$ cat src/verilog/ppas_pkg.sv
// package for the port pin analog input select block
package ppas_pkg;
    // ------------------------------------------------------------
    // register map (byte addresses on the apb)
    // ------------------------------------------------------------
    localparam logic [7:0]  PPAS_OFF_PIN_SEL   = 8'hba;
    localparam logic [7:0]  PPAS_OFF_MUX_CFG   = 8'hb8;
    localparam logic [7:0]  PPAS_OFF_CHAN_SEL  = 8'hbc;
    localparam logic [7:0]  PPAS_OFF_AMP_CTL   = 8'hd6;
    localparam logic [7:0]  PPAS_OFF_STATUS    = 8'hc0;
    // ------------------------------------------------------------
    // reset values
    // ------------------------------------------------------------
    localparam logic [7:0]  PPAS_RST_PIN_SEL   = 8'h00;
    localparam logic [3:0]  PPAS_RST_MUX_CFG   = 4'h0;
    localparam logic [3:0]  PPAS_RST_CHAN_SEL  = 4'h0;
    localparam logic [7:0]  PPAS_RST_AMP_CTL   = 8'h00;
    // ------------------------------------------------------------
    // field positions
    // ------------------------------------------------------------
    localparam int          PPAS_CFG_PAIR_BIT  = 3;   // port pair config
    localparam int          PPAS_CFG_AMPD_BIT  = 2;   // amplifier differential
    localparam int          PPAS_AMP_EN_BIT    = 7;
    localparam int          PPAS_AMP_GAIN_MSB  = 3;
    localparam int          PPAS_AMP_GAIN_LSB  = 0;
    // ------------------------------------------------------------
    // selector channel codes (channel select register)
    // ------------------------------------------------------------
    localparam logic [3:0]  PPAS_CH_AMP        = 4'h4;
    localparam logic [3:0]  PPAS_CH_EVEN       = 4'h6;
    localparam logic [3:0]  PPAS_CH_ODD        = 4'h7;
    // ------------------------------------------------------------
    // converter input sources
    // ------------------------------------------------------------
    typedef enum logic [2:0]
    {
        PPAS_SRC_NONE      = 3'h0,
        PPAS_SRC_EVEN      = 3'h1,
        PPAS_SRC_ODD       = 3'h2,
        PPAS_SRC_AMP       = 3'h3,
        PPAS_SRC_AMP_REF   = 3'h4,
        PPAS_SRC_OTHER     = 3'h5
    } ppas_src_t;
endpackage

$ cat src/verilog/ppas_sel_if.sv
// interface carrying pin selection state from register file to router
`timescale 1ns/100ps
interface ppas_sel_if;
    logic [7:0] pin_sel;
    logic       pair_cfg;
    logic [7:0] pin_to_mux;
    logic       even_active;
    logic       odd_active;
    logic       pair_mode;
    modport regs  (output pin_sel, output pair_cfg, input pin_to_mux, input even_active, input odd_active,
                   input pair_mode);
    modport route (input pin_sel, input pair_cfg, output pin_to_mux, output even_active, output odd_active,
                   output pair_mode);
endinterface

$ cat src/verilog/ppas_pin_route.sv
// pin switch router: per-pin switch enables and parity channel merge
`timescale 1ns/100ps
module ppas_pin_route
    import ppas_pkg::*;
(
    input  wire logic  mclk,
    input  wire logic  rstn,
    ppas_sel_if.route  sel
);
    // ------------------------------------------------------------
    // switch enables, registered so switches never glitch
    // ------------------------------------------------------------
    logic [7:0] sw_q;
    logic       even_q;
    logic       odd_q;
    logic       pair_q;

    // one switch per pin, bit n drives pin n
    always_ff @(posedge mclk or negedge rstn)
    begin
        if (!rstn)
            sw_q <= 8'h00;
        else
            sw_q <= sel.pin_sel;
    end

    // wired-or of same-parity pins forms the two channels
    always_ff @(posedge mclk or negedge rstn)
    begin
        if (!rstn)
        begin
            even_q <= 1'b0;
            odd_q  <= 1'b0;
            pair_q <= 1'b0;
        end
        else
        begin
            even_q <= |{sel.pin_sel[6], sel.pin_sel[4], sel.pin_sel[2], sel.pin_sel[0]};
            odd_q  <= |{sel.pin_sel[7], sel.pin_sel[5], sel.pin_sel[3], sel.pin_sel[1]};
            pair_q <= sel.pair_cfg;
        end
    end

    assign sel.pin_to_mux  = sw_q;
    assign sel.even_active = even_q;
    assign sel.odd_active  = odd_q;
    assign sel.pair_mode   = pair_q;
endmodule // ppas_pin_route

$ cat src/verilog/ppas_top.sv
// port pin analog input select block with apb register access
//
// The APB interface to the registers was left to the implementer.
`timescale 1ns/100ps
module ppas_top
    import ppas_pkg::*;
(
    input  wire logic        mclk,
    input  wire logic        rstn,
    input  wire logic        psel,
    input  wire logic        penable,
    input  wire logic        pwrite,
    input  wire logic [7:0]  paddr,
    input  wire logic [31:0] pwdata,
    output logic      [31:0] prdata,
    output logic             pready,
    output logic             pslverr,
    output logic      [7:0]  pin_analog_switch,
    output logic             even_pin_channel,
    output logic             odd_pin_channel,
    output logic      [2:0]  conv_pos_src,
    output logic      [2:0]  conv_neg_src,
    output logic             amp_enable,
    output logic      [3:0]  amplifier_gain_field
);
    // ------------------------------------------------------------
    // register state
    // ------------------------------------------------------------
    logic [7:0]  pin_sel_q;
    logic [3:0]  mux_cfg_q;
    logic [3:0]  chan_sel_q;
    logic [7:0]  amp_ctl_q;
    logic [31:0] rdata_q;
    logic        slverr_q;
    logic [2:0]  pos_q;
    logic [2:0]  neg_q;
    logic        wr_en;
    logic        rd_en;
    logic        wr_pin_sel;
    logic        wr_mux_cfg;
    logic        wr_chan_sel;
    logic        wr_amp_ctl;
    logic        amp_diff;
    logic [7:0]  status_word;

    // carries the selection from the register file to the pin router
    ppas_sel_if sel ();

    // decode that both write and read paths use
    function automatic logic addr_known(input logic [7:0] a);
        addr_known = (a == PPAS_OFF_PIN_SEL)
                  || (a == PPAS_OFF_MUX_CFG)
                  || (a == PPAS_OFF_CHAN_SEL)
                  || (a == PPAS_OFF_AMP_CTL)
                  || (a == PPAS_OFF_STATUS);
    endfunction

    // ------------------------------------------------------------
    // apb slave, zero wait states
    // ------------------------------------------------------------
    assign pready = 1'b1;   // every access finishes in its first access cycle
    // a write to the read-only status word is taken but changes nothing
    assign wr_en  = psel && penable && pwrite && addr_known(paddr);
    assign rd_en  = psel && !penable && !pwrite;

    // ------------------------------------------------------------
    // per-register write strobes
    // ------------------------------------------------------------
    // one strobe per register keeps the register processes free of address compares
    assign wr_pin_sel  = wr_en && (paddr == PPAS_OFF_PIN_SEL);
    assign wr_mux_cfg  = wr_en && (paddr == PPAS_OFF_MUX_CFG);
    assign wr_chan_sel = wr_en && (paddr == PPAS_OFF_CHAN_SEL);
    assign wr_amp_ctl  = wr_en && (paddr == PPAS_OFF_AMP_CTL);

    // ------------------------------------------------------------
    // register file
    // ------------------------------------------------------------
    // pin selection register
    always_ff @(posedge mclk or negedge rstn)
    begin
        if (!rstn)
            pin_sel_q <= PPAS_RST_PIN_SEL;
        else if (wr_pin_sel)
            pin_sel_q <= pwdata[7:0];
    end

    // selector configuration, upper bits unused
    always_ff @(posedge mclk or negedge rstn)
    begin
        if (!rstn)
            mux_cfg_q <= PPAS_RST_MUX_CFG;
        else if (wr_mux_cfg)
            mux_cfg_q <= pwdata[3:0];
    end

    // channel select
    always_ff @(posedge mclk or negedge rstn)
    begin
        if (!rstn)
            chan_sel_q <= PPAS_RST_CHAN_SEL;
        else if (wr_chan_sel)
            chan_sel_q <= pwdata[3:0];
    end

    // amplifier control; bits 6-4 reserved and held at zero
    always_ff @(posedge mclk or negedge rstn)
    begin
        if (!rstn)
            amp_ctl_q <= PPAS_RST_AMP_CTL;
        else if (wr_amp_ctl)
            amp_ctl_q <= {pwdata[PPAS_AMP_EN_BIT], 3'h0, pwdata[PPAS_AMP_GAIN_MSB:PPAS_AMP_GAIN_LSB]};
    end

    // ------------------------------------------------------------
    // read path
    // ------------------------------------------------------------
    // live routing state, so software sees what the switches really do
    assign status_word = {pos_q, neg_q, sel.odd_active, sel.even_active};

    // read data registered in setup, valid through the access cycle
    always_ff @(posedge mclk or negedge rstn)
    begin
        if (!rstn)
        begin
            rdata_q  <= 32'h0000_0000;
            slverr_q <= 1'b0;
        end
        else if (psel && !penable)
        begin
            slverr_q <= !addr_known(paddr);
            rdata_q  <= 32'h0000_0000;
            if (rd_en)
            begin
                unique case (paddr)
                    PPAS_OFF_PIN_SEL:  rdata_q <= {24'h000000, pin_sel_q};
                    PPAS_OFF_MUX_CFG:  rdata_q <= {28'h0000000, mux_cfg_q};
                    PPAS_OFF_CHAN_SEL: rdata_q <= {28'h0000000, chan_sel_q};
                    PPAS_OFF_AMP_CTL:  rdata_q <= {24'h000000, amp_ctl_q};
                    PPAS_OFF_STATUS:   rdata_q <= {24'h000000, status_word};
                    default:           rdata_q <= 32'h0000_0000;
                endcase
            end
        end
    end

    assign prdata  = rdata_q;
    assign pslverr = psel && penable && slverr_q;

    // ------------------------------------------------------------
    // pin router
    // ------------------------------------------------------------
    assign sel.pin_sel  = pin_sel_q;
    assign sel.pair_cfg = mux_cfg_q[PPAS_CFG_PAIR_BIT];

    ppas_pin_route u_route
    (
        .mclk (mclk),
        .rstn (rstn),
        .sel  (sel)
    );

    // ------------------------------------------------------------
    // converter input routing
    // ------------------------------------------------------------
    // amplifier differential mode bit of the selector configuration
    assign amp_diff = mux_cfg_q[PPAS_CFG_AMPD_BIT];

    // registered so the analog switches change only on a clock edge;
    // the cost is one extra cycle before a new channel reaches the converter
    always_ff @(posedge mclk or negedge rstn)
    begin
        if (!rstn)
        begin
            pos_q <= PPAS_SRC_NONE;
            neg_q <= PPAS_SRC_NONE;
        end
        else
        begin
            unique case (chan_sel_q)
                PPAS_CH_AMP:
                begin
                    pos_q <= PPAS_SRC_AMP;
                    neg_q <= amp_diff ? PPAS_SRC_AMP_REF : PPAS_SRC_NONE;
                end
                PPAS_CH_EVEN:
                begin
                    pos_q <= PPAS_SRC_EVEN;
                    neg_q <= sel.pair_mode ? PPAS_SRC_ODD : PPAS_SRC_NONE;
                end
                PPAS_CH_ODD:
                begin
                    pos_q <= sel.pair_mode ? PPAS_SRC_EVEN : PPAS_SRC_ODD;
                    neg_q <= PPAS_SRC_NONE;
                end
                default:
                begin
                    // other selector inputs lie outside this block
                    pos_q <= PPAS_SRC_OTHER;
                    neg_q <= PPAS_SRC_NONE;
                end
            endcase
        end
    end

    // ------------------------------------------------------------
    // outputs
    // ------------------------------------------------------------
    // every output below comes straight from a flip-flop, so the
    // analog side never sees a decode glitch
    assign conv_pos_src         = pos_q;
    assign conv_neg_src         = neg_q;
    assign pin_analog_switch    = sel.pin_to_mux;
    assign even_pin_channel     = sel.even_active;
    assign odd_pin_channel      = sel.odd_active;
    assign amp_enable           = amp_ctl_q[PPAS_AMP_EN_BIT];
    assign amplifier_gain_field = amp_ctl_q[PPAS_AMP_GAIN_MSB:PPAS_AMP_GAIN_LSB];
endmodule // ppas_top
$ cat config.mk
export PLATFORM = sky130hd
export DESIGN_NAME = ppas_top
export DESIGN_NICKNAME = d
export VERILOG_FILES = /design/src/verilog/ppas_pkg.sv /design/src/verilog/ppas_sel_if.sv /design/src/verilog/ppas_pin_route.sv /design/src/verilog/ppas_top.sv
export SDC_FILE = /design/constraint.sdc
export NUM_CORES = 1
export LEC_CHECK = 0
export BUFFER_PORTS_ARGS = -buffer_cell sky130_fd_sc_hd__buf_2
export CAP_MARGIN = 20
export CORE_MARGIN = 2
export CORE_UTILIZATION = 40
export CTS_BUF_LIST = sky130_fd_sc_hd__clkbuf_8
export CTS_CLUSTER_SIZE = 30
export DETAILED_ROUTE_END_ITERATION = 8
export PLACE_DENSITY = 0.69
export REMOVE_ABC_BUFFERS = 1
export SLEW_MARGIN = 20
export SYNTH_ARGS = -nofsm -noshare
export SYNTH_HDL_FRONTEND = slang
export SYNTH_HIERARCHICAL = 1
export SYNTH_SLANG_ARGS = --single-unit
$ cat constraint.sdc
create_clock -name mclk -period 1.5 [get_ports mclk]
set_input_delay 0.225 -clock mclk [delete_from_list [all_inputs] [get_ports mclk]]
set_output_delay 0.225 -clock mclk [all_outputs]
set_load 0.02 [all_outputs]
==> qor.yml, run 1 <==
status: "completed"
synth_cells: 199
wl_per_cell_um: 13.6
wl_um: 4650
clock_path_buffers: 2
internal_power_mw: 1.71
period_share: 0.901
finalCriticalPeriod_ns: 1.35
antennaDiodeCount: 0
cp_cell_sequence: "or4b_1, a211oi_1, a211oi_1, o21ai_1"
h-tree-depth: 2
tns_ns: 0
p_switching_mw: 0.595
cts.sinks: 46
finalMaxSlewViolations: 0
vdd_drop_max_v: 0.000351
final_util: 0.499
clkPwrFrac: 0.334
globalplace.congestion: 0.866
die_h_um: 79.6
drtPass1Iterations: 4
drive_gt1_frac: 0.387
cts_resized: 0
antenna_left: 0
clk_pin_slew_ns: 0.08
fillers: 502
switching_share: 0.259
p_leak_nw: 1.39
via_per_inst: 4.84
critPathMaxStageDelay_ns: 0.43
comb_power_share: 0.115
start_util: 0.415
antenna_found_initial: 0
synth_seq_area_share: 0.503
portBuffers: 49
cap_viol_max_count: 0
finalSetupViolCount: 0
critPathRequiredTime_ns: 1.73
hpwl_um: 3620
cts_made_buffers: 5
synth_ff_type: "dfrtp_1"
die_width_um: 79.6
synth_edf_count: 0
worst_setup_path_end_kind: "flop"
ys_ff_latch: 46
grt_pass1_wl_um: 7730
vias: 1651
regToRegSetupSlack_ns: 0.15
synth_area_per_cell_um2: 11.5
placementRows: 27
hold_class: "in -> reg"
rsz0062_at_grt: "false"
seqPwrFrac: 0.551
crit_slowest_cell: "or4b_1"
root_buffer: "clkbuf_8"
finalHoldViolCount: 0
critical_path_arrival_ns: 1.58
die_area_um2: 6340
multi_input_area_um2: 970
power.density_nw_per_um2: 838
critPathKind: "reg -> reg"
clk_latency_ns: 0.30
max_freq_mhz: 740
crit_path_start_kind: "flop"
worstPathMaxFanout: 2
syn_area_um2: 2290
worst_path_most_repeated_cell: "a211oi_1"
grt_max_degree: 47
drc: 0
ff_latch_area_um2: 1150
fp.coreArea_um2: 5510
cts_tree: "done"
whs_ns: 0.148
ys_warn_count: 6
drtIter0Drc: 95
synth_cell_types: 40
postSynth.asyncResetShare: 1.00
final_nets: 313
syn2layout_area_growth_pct: 20.1
grt_overflow: 0
io_pins: 100
fin_skew_ns: 0.00160
grt_pass1_vias: 1628
track_usage: 0.159
## routing by layer
metal	track usage	routed length, um	vias to the layer above
met5	0	0	-
met4	0.0707	76	0
met3	0.0317	266	7
met2	0.256	2230	57
met1	0.206	2070	789
li1	-	-	798
## cells by family after synthesis
logic type             after synthesis  share of synthesized area
AOI/OAI and AO/OA                   30                     0.0842
buffers and inverters               38                      0.112
DFF                                 46                      0.503
muxes                               23                      0.111
other                                2                    0.00328
and+or+nand+nor                     60                      0.186
## metrics by stage
step           instance area, um^2  cells  setup slack [ns]  total power, mW
6_report                      2750    341             0.148             2.30
5_1_grt                       2750    341            0.0329             2.39
4_1_cts                       2750    341             0.138             2.31
3_5_place_dp                  2650    332           -0.0662             1.56
3_3_place_gp                  2650    332           -0.0432             1.55
2_1_floorplan                 2140    190          -0.00584             1.41
## timing repair
| action | 4_1_cts | 5_1_grt |
|---|---|---|
| setup endpoints to repair | 0 | 0 |
| hold endpoints to repair | 46 | 0 |
| buffers inserted | 0 | 0 |
| hold buffers | 1 | 0 |
## power groups by stage
| stage | Sequential, mW | Combinational, mW | Clock [mW] |
|---|---|---|---|
| floorplan | 1.30 | 0.112 | 0 |
| global placement | 1.29 | 0.261 | 0 |
| detailed placement | 1.29 | 0.263 | 0 |
| CTS | 1.27 | 0.266 | 0.777 |
| global route | 1.27 | 0.292 | 0.827 |
| finish | 1.27 | 0.264 | 0.768 |
## worst max-delay path, delay by kind of cell, from the launching register on
family / cells / cell delay [ns]
compound gates: 3 / 0.50
simple gates: 1 / 0.43
flops: 1 / 0.37
## cell usage in the layout (no fill, tap or decap), types with 2 or more instances in the layout
master and instances:
conb_1 26, buf_4 20, dfrtp_1 46, nand4_1 2, a211oi_1 4, clkbuf_8 6, a22oi_1 5, mux2_2 19
nor4_4 2, o21ai_1 9, nand2_1 15, nand2b_1 4, nand3_1 2, or4_1 2, inv_1 6, nor3_1 8
o21ai_0 6, buf_2 49, and3_1 2, or4b_1 5, nor2_1 7, mux2i_1 4
## path summary, 6_finish.rpt
path | depth (start not counted) | endpoint | start
hold / removal | 2 | pin_sel_q[6]$_DFFE_PN0P_ | pwdata[6]
min in group asynchronous | 3 | prdata[5]$_DFFE_PN0P_ | rstn
setup / recovery | 4 | prdata[3]$_DFFE_PN0P_ | conv_neg_src[1]$_DFF_PN0_
max in group asynchronous | 3 | amp_ctl_q[1]$_DFFE_PN0P_ | rstn
hold reg to reg | 0 | u_route/sel.pair_mode$_DFF_PN0_ | mux_cfg_q[3]$_DFFE_PN0P_
setup reg to reg | 4 | prdata[3]$_DFFE_PN0P_ | conv_neg_src[1]$_DFF_PN0_
## state kept, by name (all words and copies together), names as in the netlist
register	cells
u_route/sel.pair_mode	1
chan_sel_q	4
mux_cfg_q	4
u_route/sel.even_active	1
u_route/sel.pin_to_mux	8
conv_neg_src	2
pin_sel_q	8
conv_pos_src	3
u_route/sel.odd_active	1
amp_ctl_q	5
slverr_q	1
prdata	8
## final cells by class
class,instances,area share
Inverter,5,0.00683
Clock inverter,2,0.00319
Tap cell,72,0.0328
Timing Repair Buffer,71,0.155
Sequential cell,46,0.419
Multi-Input combinational cell,139,0.353
Clock buffer,6,0.0301
## cells in the mapped netlist (2+ instances only)
cell / n / share of area
a22oi_1: 5 / 0.016
nor2_1: 7 / 0.011
o21ai_0: 6 / 0.013
nand2b_1: 4 / 0.011
nand2_1: 15 / 0.025
o21ai_1: 9 / 0.020
buf_2: 4 / 0.0088
mux2i_1: 4 / 0.018
or4_1: 2 / 0.0066
dfrtp_1: 46 / 0.50
mux2_2: 19 / 0.094
or4b_1: 5 / 0.022
nand3_1: 2 / 0.0044
and3_1: 2 / 0.0055
nor3_1: 8 / 0.018
inv_1: 5 / 0.0082
conb_1: 2 / 0.0033
a211oi_1: 4 / 0.013
nor4_4: 2 / 0.019
nand4_1: 2 / 0.0055
buf_4: 27 / 0.089
(Power assumes the default switching activity.)
==> run 2: changes to the inputs <==
Settings changed: ABC_AREA from default to 1.
==> run 2 against run 1 <==
Effect of this change: highest routed layer unchanged; core utilization shrank 2.0 points; total power shrank 2.5%; the flow now finishes with violations (hold timing); critical path depth shrank 1; register-to-register slack gained 0.33 ns; fmax grew 17%; final area shrank 2.9%; via count grew 12%; synthesized area grew 1.9%.
==> qor.yml, run 2 <==
yosysTopAreaCell: "dfrtp_1"  # unchanged
finalMaxSlewViolations: 0  # unchanged
synth_cells: 276  # was 199
h-tree-depth: 2  # unchanged
cts_resized: 0  # unchanged
antenna_left: 0  # unchanged
postSynth.asyncResetShare: 1.00  # unchanged
fin_area_um2: 2670  # was 2750 um^2
drtIter0Drc: 89  # was 95
vdd_drop_max_v: 0.000452  # was 0.000351 V
cp_cell_sequence: "inv_1, nor2_1, buf_2"  # was or4b_1, a211oi_1, a211oi_1, o21ai_1
hpwl_um: 3610  # was 3620 um
whs_ns: -0.00298  # was 0.148 ns
clock_path_buffers: 2  # unchanged
yosys-top-cells-area: "dfrtp_1 (49%), nand2_1 (14%), buf_4 (8.4%)"  # was dfrtp_1 (50%), mux2_2 (9.4%), buf_4 (8.9%)
grt_pass1_wl_um: 7500  # was 7730 um
globalplace.congestion: 0.832  # was 0.866
clk_latency_ns: 0.30  # about the same
syn2layout_area_growth_pct: 14.4  # was 20.1%
syn_area_um2: 2330  # was 2290 um^2
die_h_um: 80.3  # was 79.6 um
track_usage: 0.154  # was 0.159
tightestPinTransition_ns: 0.553
ys_warn_count: 6  # unchanged
placementRows: 27  # unchanged
grt_pass1_vias: 1613  # was 1628
synth_ff_type: "dfrtp_1"  # unchanged
drc: 0  # unchanged
p_leak_nw: 1.58  # was 1.39 nW
root_buffer: "clkbuf_8"  # unchanged
crit_path_start_kind: "flop"  # unchanged
grt_overflow: 0  # unchanged
tns_ns: 0  # unchanged
status: "finished, violations left"  # was completed
wl_per_cell_um: 11.5  # was 13.6 um
antenna_found_initial: 0  # unchanged
cap_viol_max_count: 0  # unchanged
rsz0062_at_grt: "false"  # unchanged
via_per_inst: 4.55  # was 4.84
yosysMostFrequentCell: "nand2_1"  # was dfrtp_1
ys_ff_latch: 46  # unchanged
antennaDiodeCount: 0  # unchanged
wl_um: 4650  # about the same
finalCriticalPeriod_ns: 1.16  # was 1.35 ns
final_cell_mix: "nand2_1 (85), buf_2 (49), dfrtp_1 (46), conb_1 (26), nor2_1 (24)"  # was buf_2 (49), dfrtp_1 (46), conb_1 (26), buf_4 (20), mux2_2 (19)
critPathKind: "reg -> out"  # was reg -> reg
vias: 1843  # was 1651
synth_edf_count: 0  # unchanged
slew_headroom: 0.631
failed_checks: "hold timing"
fp.coreArea_um2: 5570  # was 5510 um^2
crit_family: "flip-flops"  # was compound AO/OA/AOI/OAI gates
crit_slowest_cell: "dfrtp_1"  # was or4b_1
critPathRequiredTime_ns: 1.27  # was 1.73 ns
critPathMaxStageDelay_ns: 0.35  # was 0.43 ns
worstPathMaxFanout: 2  # unchanged
period_share: 0.772  # was 0.901
die_width_um: 80.3  # was 79.6 um
crit_buf_inv: 2  # was 0
final_nets: 377  # was 313
drtPass1Iterations: 4  # unchanged
grt_max_degree: 47  # unchanged
finalHoldViolCount: 12  # was 0
synth_seq_area_share: 0.494  # was 0.503
yosys-top-cells-count: "nand2_1 (85), dfrtp_1 (46), buf_4 (26)"  # was dfrtp_1 (46), buf_4 (27), mux2_2 (19)
cts_tree: "done"  # unchanged
regToRegSetupSlack_ns: 0.48  # was 0.15 ns
placed_area_um2: 2580  # was 2650 um^2
critical_path_arrival_ns: 0.93  # was 1.58 ns
cts_hold_buffers: 0  # was 1
final_common_cell: "nand2_1"  # was buf_2
start_util: 0.418  # was 0.415
cts.sinks: 46  # unchanged
synth_top_area_share: 0.494  # was 0.503
fin_skew_ns: 0.00710  # was 0.00160 ns
clk_pin_slew_ns: 0.09  # was 0.08 ns
worst_setup_path_end_kind: "primary output"  # was flop
cts_made_buffers: 5  # unchanged
finalSetupViolCount: 0  # unchanged
synth_area_per_cell_um2: 8.45  # was 11.5 um^2
power.density_nw_per_um2: 841  # was 838 nW/um^2
synth_cell_types: 23  # was 40
max_freq_mhz: 864  # was 740 MHz
hold_class: "in -> async"  # was in -> reg
portBuffers: 49  # unchanged
die_area_um2: 6450  # was 6340 um^2
drive_gt1_frac: 0.270  # was 0.387
post_cts_buffers: 0  # unchanged
io_pins: 100  # unchanged
-- run 2: changes by cell type in the layout (fill, tap and decap cells not counted), sizes merged, moves of 5 or more --
cell / change
nand2: +77
nor2: +23
inv: +21
mux2: -19
nand3: +19
buf: -16
nor3: -8
a22oi: -6
o21ai: +5
or4b: -5
-- run 2: worst paths after layout --
kind / cells after the start / to / start
min: 2 / u_route/sel.pin_to_mux[7]$_DFF_PN0_ / rstn
max: 3 / pslverr / slverr_q$_DFFE_PN0P_
min in group mclk: 3 / pin_sel_q[4]$_DFFE_PN0P_ / pwdata[4]
max reg2reg: 4 / prdata[3]$_DFFE_PN0P_ / pin_sel_q[3]$_DFFE_PN0P_
min reg2reg: 0 / u_route/sel.pair_mode$_DFF_PN0_ / mux_cfg_q[3]$_DFFE_PN0P_
max in group asynchronous: 2 / u_route/sel.pair_mode$_DFF_PN0_ / rstn
-- run 2: layer usage --
layer	wire, um	track usage	vias up
met3	365	0.0371	9
li1	-	-	925
met4	123	0.0661	0
met1	2050	0.198	841
met5	0	0	-
met2	2100	0.247	68
-- run 2: stage by stage --
step / std cells / worst slack, ns / power (mW) / util
detailed placement: 397 / 0.135 / 1.52 / 0.463
finish: 405 / 0.342 / 2.24 / 0.478
floorplan: 271 / 0.275 / 1.43 / -
global route: 405 / 0.307 / 2.35 / 0.478
global placement: 397 / 0.158 / 1.52 / 0.463
CTS: 405 / 0.332 / 2.26 / 0.478
-- run 2: area by class of cell --
class                      count  area (um^2)
inverter                      27          101
fill                         533         2910
clock inverter                 3         18.8
tap                           72         90.1
timing repair buffer          54          283
sequential                    46         1150
clock buffer                   5         68.8
multi-input combinational    198          953
-- run 2: cell families (layout without fill, tap and decap cells) --
logic type,count (synthesis),after routing,synth area share
AOI/OAI and AO/OA,20,20,0.0558
buffers and inverters,56,89,0.136
DFF,46,46,0.494
other,2,26,0.00322
and+or+nand+nor,152,152,0.311
-- run 2: power by group --
group	switching, mW	internal, mW	total [mW]
Clock	0.418	0.328	0.746
Combinational	0.174	0.0541	0.228
Sequential	0.0124	1.26	1.27
